`src/shared/modem_cfg_map.vh`:
```
// Register offsets, field positions and reset values of the modem config bank
`ifndef MODEM_CFG_MAP_VH
`define MODEM_CFG_MAP_VH
`define ADDR_MODEM_CONFIG 8'h00
`define ADDR_PORT_SELECT 8'h01
`define ADDR_SCAN_CONTROL 8'h02
`define ADDR_RX_TX_LEVELS 8'h03
`define ADDR_DWELL_HIGH_MASK 8'h04
`define ADDR_DWELL_LOW 8'h05
`define ADDR_SCAN_RESULT 8'h06
`define ADDR_LIVE_STATUS 8'h07
`define ADDR_PART_ID 8'h08
`define ADDR_REV_ID 8'h09
`define CFG_KEEPALIVE_BIT 7
`define CFG_POWER_DOWN_BIT 6
`define CFG_STANDBY_BIT 5
`define CFG_CARRIER_FORCE_BIT 4
`define CFG_DRIVE_HI 3
`define CFG_DRIVE_LO 2
`define CFG_RATE_HI 1
`define CFG_RATE_LO 0
`define SEL_DISCONNECT_BIT 2
`define SEL_PORT_HI 1
`define SEL_PORT_LO 0
`define CFG_WRITE_MASK 8'hff
`define SEL_WRITE_MASK 8'h07
`define MODEM_CONFIG_RESET 8'h84
`define PORT_SELECT_RESET 8'h00
`define CLK_HZ 50000000
`define RATE_9K6_BPS 9600
`define RATE_38K4_BPS 38400
`define RATE_115K2_BPS 115200
`define DIV_9K6 (`CLK_HZ / `RATE_9K6_BPS)
`define DIV_38K4 (`CLK_HZ / `RATE_38K4_BPS)
`define DIV_115K2 (`CLK_HZ / `RATE_115K2_BPS)
`endif

```
`src/rtl/modem_config_mux_regs.v`:
```
// Configuration and port-select register bank of a four-port OOK modem
`timescale 1ns/1ns
`default_nettype none
`include "modem_cfg_map.vh"
module modem_config_mux_regs #(
    parameter DIV_W = 16
) (
    input wire i_clk,              // 50 MHz system clock
    input wire i_rstn,             // Synchronous reset, active low
    input wire i_wr_en,            // Register write strobe, one cycle
    input wire i_rd_en,            // Register read strobe, one cycle
    input wire [7:0] i_addr,       // Register address
    input wire [7:0] i_wdata,      // Write data
    input wire i_tx_key_input_n,   // Keying pin, low keys carrier, async
    output reg [7:0] o_rdata,      // Read data, valid cycle after strobe
    output reg o_rvalid,           // Read data valid pulse
    output reg o_crystal_run,      // Crystal oscillator enable
    output reg o_pll_on,           // Synthesizer PLL enable
    output reg o_rx_on,            // Receiver enable
    output reg o_tx_on,            // Transmitter enable
    output reg o_tx_carrier,       // Internal carrier gate
    output reg o_transmit_busy_flag, // Transmit active status
    output reg [1:0] o_clock_out_drive, // Clock-out drive level, 0 off
    output reg o_crystal_clock_out_en, // Clock-out buffer enable
    output reg o_bit_tick,         // Bit-rate enable pulse
    output reg [1:0] o_antenna_port_select, // Selected RF port
    output reg o_port_connect      // Modem routed to common port
);

// ==========================================
// Registers
reg [7:0] modem_config_ff;
reg [7:0] port_select_ff;
reg [2:0] key_sync_ff;
reg key_level_ff;
reg [DIV_W-1:0] div_cnt_ff;
reg [DIV_W-1:0] div_limit;
wire pdown = modem_config_ff[`CFG_POWER_DOWN_BIT];
wire stby = modem_config_ff[`CFG_STANDBY_BIT];
wire force_on = modem_config_ff[`CFG_CARRIER_FORCE_BIT];
wire [1:0] drive = modem_config_ff[`CFG_DRIVE_HI:`CFG_DRIVE_LO];
wire [1:0] rate = modem_config_ff[`CFG_RATE_HI:`CFG_RATE_LO];
wire keyed = ~key_level_ff | force_on;
wire keepalive = modem_config_ff[`CFG_KEEPALIVE_BIT];
wire xtal_on = ~pdown | keepalive;

always @(posedge i_clk) begin
    if (!i_rstn) begin
        modem_config_ff <= `MODEM_CONFIG_RESET;
        port_select_ff <= `PORT_SELECT_RESET;
    end else if (i_wr_en) begin
        if (i_addr == `ADDR_MODEM_CONFIG) begin
            modem_config_ff <= i_wdata & `CFG_WRITE_MASK;
        end
        if (i_addr == `ADDR_PORT_SELECT) begin
            port_select_ff <= i_wdata & `SEL_WRITE_MASK;
        end
    end
end

// ==========================================
// Read port
always @(posedge i_clk) begin
    if (!i_rstn) begin
        o_rdata <= 8'h00;
        o_rvalid <= 1'b0;
    end else begin
        o_rvalid <= i_rd_en;
        if (i_rd_en) begin
            case (i_addr)
                `ADDR_MODEM_CONFIG: o_rdata <= modem_config_ff;
                `ADDR_PORT_SELECT: o_rdata <= port_select_ff;
                `ADDR_LIVE_STATUS: o_rdata <= {5'h00, keyed, 2'b00};
                default: o_rdata <= 8'h00;
            endcase
        end
    end
end

// ==========================================
// Keying input synchroniser
always @(posedge i_clk) begin
    if (!i_rstn) begin
        key_sync_ff <= 3'b111;
        key_level_ff <= 1'b1;
    end else begin
        key_sync_ff <= {key_sync_ff[1:0], i_tx_key_input_n};
        if (key_sync_ff[2] == key_sync_ff[1]) begin
            key_level_ff <= key_sync_ff[2];
        end
    end
end

// ==========================================
// Bit-rate divider
// Clocks per bit, cut to the counter width on purpose
localparam integer LIM_9K6 = `DIV_9K6;
localparam integer LIM_38K4 = `DIV_38K4;
localparam integer LIM_115K2 = `DIV_115K2;

always @* begin
    case (rate)
        2'b00: div_limit = LIM_9K6[DIV_W-1:0];
        2'b01: div_limit = LIM_38K4[DIV_W-1:0];
        2'b10: div_limit = LIM_115K2[DIV_W-1:0];
        default: div_limit = LIM_9K6[DIV_W-1:0];
    endcase
end

always @(posedge i_clk) begin
    if (!i_rstn) begin
        div_cnt_ff <= {DIV_W{1'b0}};
        o_bit_tick <= 1'b0;
    end else if (div_cnt_ff >= div_limit - 1'b1) begin
        div_cnt_ff <= {DIV_W{1'b0}};
        o_bit_tick <= 1'b1;
    end else begin
        div_cnt_ff <= div_cnt_ff + 1'b1;
        o_bit_tick <= 1'b0;
    end
end

// ==========================================
// Power controls
always @(posedge i_clk) begin
    if (!i_rstn) begin
        o_crystal_run <= 1'b1;
    end else begin
        o_crystal_run <= xtal_on;
    end
end

always @(posedge i_clk) begin
    if (!i_rstn) begin
        o_pll_on <= 1'b1;
    end else begin
        o_pll_on <= ~pdown;
    end
end

always @(posedge i_clk) begin
    if (!i_rstn) begin
        o_rx_on <= 1'b1;
    end else begin
        o_rx_on <= ~pdown;
    end
end

// Standby only drops the transmitter
always @(posedge i_clk) begin
    if (!i_rstn) begin
        o_tx_on <= 1'b1;
    end else begin
        o_tx_on <= ~pdown & ~stby;
    end
end

// ==========================================
// Carrier and transmit status
always @(posedge i_clk) begin
    if (!i_rstn) begin
        o_tx_carrier <= 1'b0;
    end else begin
        o_tx_carrier <= keyed;
    end
end

always @(posedge i_clk) begin
    if (!i_rstn) begin
        o_transmit_busy_flag <= 1'b0;
    end else begin
        o_transmit_busy_flag <= keyed;
    end
end

// ==========================================
// Clock output
always @(posedge i_clk) begin
    if (!i_rstn) begin
        o_clock_out_drive <= 2'b01;
    end else begin
        o_clock_out_drive <= drive;
    end
end

// No clock out while the crystal is stopped
always @(posedge i_clk) begin
    if (!i_rstn) begin
        o_crystal_clock_out_en <= 1'b1;
    end else begin
        o_crystal_clock_out_en <= (drive != 2'b00) & xtal_on;
    end
end

// ==========================================
// Port routing
always @(posedge i_clk) begin
    if (!i_rstn) begin
        o_antenna_port_select <= 2'b00;
    end else begin
        o_antenna_port_select <=
            port_select_ff[`SEL_PORT_HI:`SEL_PORT_LO];
    end
end

always @(posedge i_clk) begin
    if (!i_rstn) begin
        o_port_connect <= 1'b1;
    end else begin
        o_port_connect <= ~port_select_ff[`SEL_DISCONNECT_BIT];
    end
end

endmodule
`default_nettype wire

```
`config.mk`:
```
export PLATFORM = sky130hd
export DESIGN_NAME = modem_config_mux_regs
export DESIGN_NICKNAME = d
export VERILOG_FILES = /design/src/rtl/modem_config_mux_regs.v
export VERILOG_INCLUDE_DIRS = /design/src /design/src/shared
export SDC_FILE = /design/constraint.sdc
export NUM_CORES = 1
export LEC_CHECK = 0
export BUFFER_PORTS_ARGS = -buffer_cell sky130_fd_sc_hd__buf_2
export CORE_ASPECT_RATIO = 0.9
export CORE_MARGIN = 10
export CORE_UTILIZATION = 58
export CTS_BUF_LIST = sky130_fd_sc_hd__clkbuf_8 sky130_fd_sc_hd__clkbuf_16
export DETAILED_ROUTE_END_ITERATION = 8
export PLACE_DENSITY = 0.95
export SLEW_MARGIN = 20
export SYNTH_ARGS = -nofsm -noshare
export SYNTH_HDL_FRONTEND = slang
export SYNTH_SLANG_ARGS = --single-unit
```
`constraint.sdc`:
```
create_clock -name i_clk -period 4.75 [get_ports i_clk]
set_input_delay 0.95 -clock i_clk [delete_from_list [all_inputs] [get_ports i_clk]]
set_output_delay 0.95 -clock i_clk [all_outputs]
set_load 0.02 [all_outputs]
```
==> out/summary.md <==
Setup path
- Critical Path AT: 2.63 ns
- largest delay contributor family on the critical path: simple AND/OR/NAND/NOR gates
- launching point of the worst reg2reg path: modem_config_ff[0]
- cell-by-cell listing of the critical path: buf_2 > or4_4 > nor4_4 > mux2i_1 > nand2_1
- data required time of the worst path: 4.94 ns
- FF-to-FF setup slack: 2.47 ns
- total buffers and inverters traversed by the critical path: 1
- WS Path Type: primary input to register
- Setup crit start kind: primary input
- maximum cell stage delay along the critical path: 0.64 ns
- Worst Setup End Kind: register
- standard cell with the maximum stage delay on the critical path: sky130_fd_sc_hd__nor4_4
- maximum net fanout on the critical path: 14
- number of cells on the worst reg-to-reg path: 8
- r2r endpoint: o_bit_tick

STA
- sum of negative setup slack: 0 ns
- maximum clock rate: 410 MHz
- Tightest Pin Transition: 0.724 ns
- Pins Over Slew Limit: 0
- worst slew margin relative to its limit: 0.514
- Final Hold Fails: 0
- RSZ-0062 raised after global routing: false
- worst clock skew: 0.0101 ns
- count of endpoints failing setup in the final report: 0
- final clock period utilization by the worst path: 0.514
- minimum clock period after layout: 2.44 ns

GRT
- global-route wire length before repair: 8150 µm
- Total Routing Usage GR: 0.148
- number of antenna violations at the first check in global routing: 0
- remaining global-route overflow: 0
- vias in the first global route: 1784
- largest net degree at the start of global routing: 28

Yosys
- simple-gate share of the synthesized area: 0.235
- cell count after synthesis: 228
- post-synthesis share of cell area spent on xor and xnor gates: 0.0444
- post-synthesis sequential element count: 51
- Post-Synthesis Mean Instance Area: 9.53 µm²
- unique cell type count in the Yosys netlist: 40
- post-synthesis sequential area ratio: 0.470
- share of synthesized cell area in full adder, half adder and majority cells: 0.0806
- count of flip-flops with a built-in enable after synthesis: 0
- largest family of logic cells by synthesized area: simple AND/OR/NAND/NOR gates
- async set-reset flop share out of synthesis: 0
- area of the mapped netlist: 2170 µm²
- area fraction in compound gates after synthesis: 0.0997
- multiplexer share of the synthesized area: 0.0276
- synthesis warning total: 0
- Synth Flop Type: sky130_fd_sc_hd__dfxtp_1

Hold path
- Hold Path Sink: key_sync_ff[1]
- class of the tightest hold or removal check: register to register
- startpoint of the lowest-slack hold path: key_sync_ff[0]
- hold depth: 1

Floorplanning
- effective utilization at floorplan: 0.595
- full die area: 6600 µm²
- total number of placement rows: 21
- Die X-Extent: 84.5 µm
- core outline area: 3650 µm²
- io pins: 43
- vertical die dimension: 78.1 µm

Layout
- fin area: 2490 µm²
- area taken by multi-input logic gates: 1070 µm²
- fill cell total of the finished layout: 292
- share of cells above drive strength 1: 0.210
- Register Area: 1020 µm²
- number of antenna repair diodes: 0
- Area Growth Syn to Fin: 14.8%
- leading cell types in the layout, fill and taps excluded: sky130_fd_sc_hd__dfxtp_1 (51), sky130_fd_sc_hd__buf_2 (42), sky130_fd_sc_hd__nand2_1 (22)
- Nets: 305
- most common cell after layout, fill and taps aside: sky130_fd_sc_hd__dfxtp_1

Route
- count of antenna-violating nets left after detailed routing: 0
- routed vias/inst: 5.62
- routed wire length: 4800 µm
- count of vias placed by the detailed router: 1780
- post-detailed-route DRC marker count: 0
- First-pass DRT Iterations: 4
- average wire per standard cell: 15.1 µm
- first-iteration detailed-routing DRC count: 97

Clock network
- Max clock buf depth: 2
- Worst-Skew Late Latency: 0.31 ns
- CTS tree: yes
- post-CTS setup buffer count: 0
- Gates resized, CTS repair: 0
- total of hold buffers inserted after clock tree synthesis: 0
- clock sink count: 51
- total number of H-tree levels: 2
- library cell used as clock root buffer: sky130_fd_sc_hd__clkbuf_8
- CTS buffer count: 5
- clock transition time at the flip-flop clock pins of the worst setup and hold paths: 0.09 ns

Power
- Design Power: 0.000725 W
- total leakage power: 1.06 nW
- power per cell area: 291 nW/µm²
- worst vdd rail ir drop: 202 µV

Place
- gp weighted congestion: 0.858
- estimated wirelength of the detail-placed design: 3600 µm
- IO Port Bufs: 42
- dpl cell area: 2400 µm²

Flow run
- max-capacitance violation count: 0

Status
- status: finished clean

[power by group]
part / switching (W) / leakage [nW] / internal (W) / total [W]
Clock: 0.000150 / 0.0502 / 0.000109 / 0.000259
Combinational: 0.0000207 / 0.596 / 0.0000122 / 0.0000329
Sequential: 0.00000184 / 0.413 / 0.000431 / 0.000433
[worst max-delay path by stage]
stage	start	to	slack, ns	cells after the start
2_1_floorplan	i_addr[5]	modem_config_ff[2]	2.49	4
5_1_grt	i_addr[5]	modem_config_ff[7]	2.26	5
3_5_place_dp	i_addr[5]	modem_config_ff[7]	1.99	5
3_3_place_gp	i_addr[5]	modem_config_ff[7]	2.10	5
6_report	i_addr[5]	modem_config_ff[7]	2.31	5
4_1_cts	i_addr[5]	modem_config_ff[7]	2.31	5
[final cells by class]
| type | count | area share |
|---|---|---|
| inverter | 10 | 0.0151 |
| clock buffer | 5 | 0.0276 |
| timing repair buffer | 42 | 0.0843 |
| multi-input combinational | 160 | 0.429 |
| tap | 46 | 0.0231 |
| sequential | 51 | 0.409 |
| clock inverter | 3 | 0.0115 |
[cells in the mapped netlist (5+ instances only)]
library cell,number,area (µm²)
sky130_fd_sc_hd__nand2_1,22,82.6
sky130_fd_sc_hd__o21ai_0,11,55.1
sky130_fd_sc_hd__inv_1,10,37.5
sky130_fd_sc_hd__a21oi_1,7,35.0
sky130_fd_sc_hd__a22o_1,5,43.8
sky130_fd_sc_hd__xor2_1,6,52.6
sky130_fd_sc_hd__nand2b_1,8,50.1
sky130_fd_sc_hd__nor3_1,17,85.1
sky130_fd_sc_hd__nor2_1,9,33.8
sky130_fd_sc_hd__dfxtp_1,51,1020
sky130_fd_sc_hd__ha_1,14,175
sky130_fd_sc_hd__nand3_1,17,85.1
sky130_fd_sc_hd__xnor2_1,5,43.8
sky130_fd_sc_hd__mux2i_1,6,60.1
[through the flow]
stage	instances	util	setup WS [ns]	hold WS (ns)
after global routing	317	0.683	2.26	0.425
after floorplan	230	-	2.49	0.377
after CTS	317	0.683	2.31	0.413
after detailed placement	309	0.656	1.99	0.391
after global placement	309	0.656	2.10	0.388
final	317	0.683	2.31	0.411
[layer usage]
layer  part of all wire  global-route usage  vias to the layer above
li1                   -                   -                      886
met1               0.40               0.166                      828
met2               0.50               0.249                       55
met3              0.078              0.0464                       11
met4              0.023              0.0724                        0
met5                  0                   0                        -
[state kept, by name (all words and copies together), names as in the netlist]
register	flops
o_clock_out_drive	2
o_tx_on	1
o_rx_on	1
key_sync_ff	3
o_port_connect	1
o_crystal_clock_out_en	1
port_select_ff	3
key_level_ff	1
div_cnt_ff	16
o_rvalid	1
o_transmit_busy_flag	1
o_rdata	8
o_crystal_run	1
o_antenna_port_select	2
modem_config_ff	8
o_bit_tick	1
[kinds of logic (layout without fill, tap and decap cells)]
group | after synthesis | in the layout
simple gates | 93 | 93
other cells | 1 | 3
fa+ha+maj | 14 | 14
xor+xnor | 11 | 11
buf+inv | 19 | 60
compound gates | 33 | 33
mux | 6 | 6
flops | 51 | 51
Note: power is estimated with default switching activity, not from simulation.
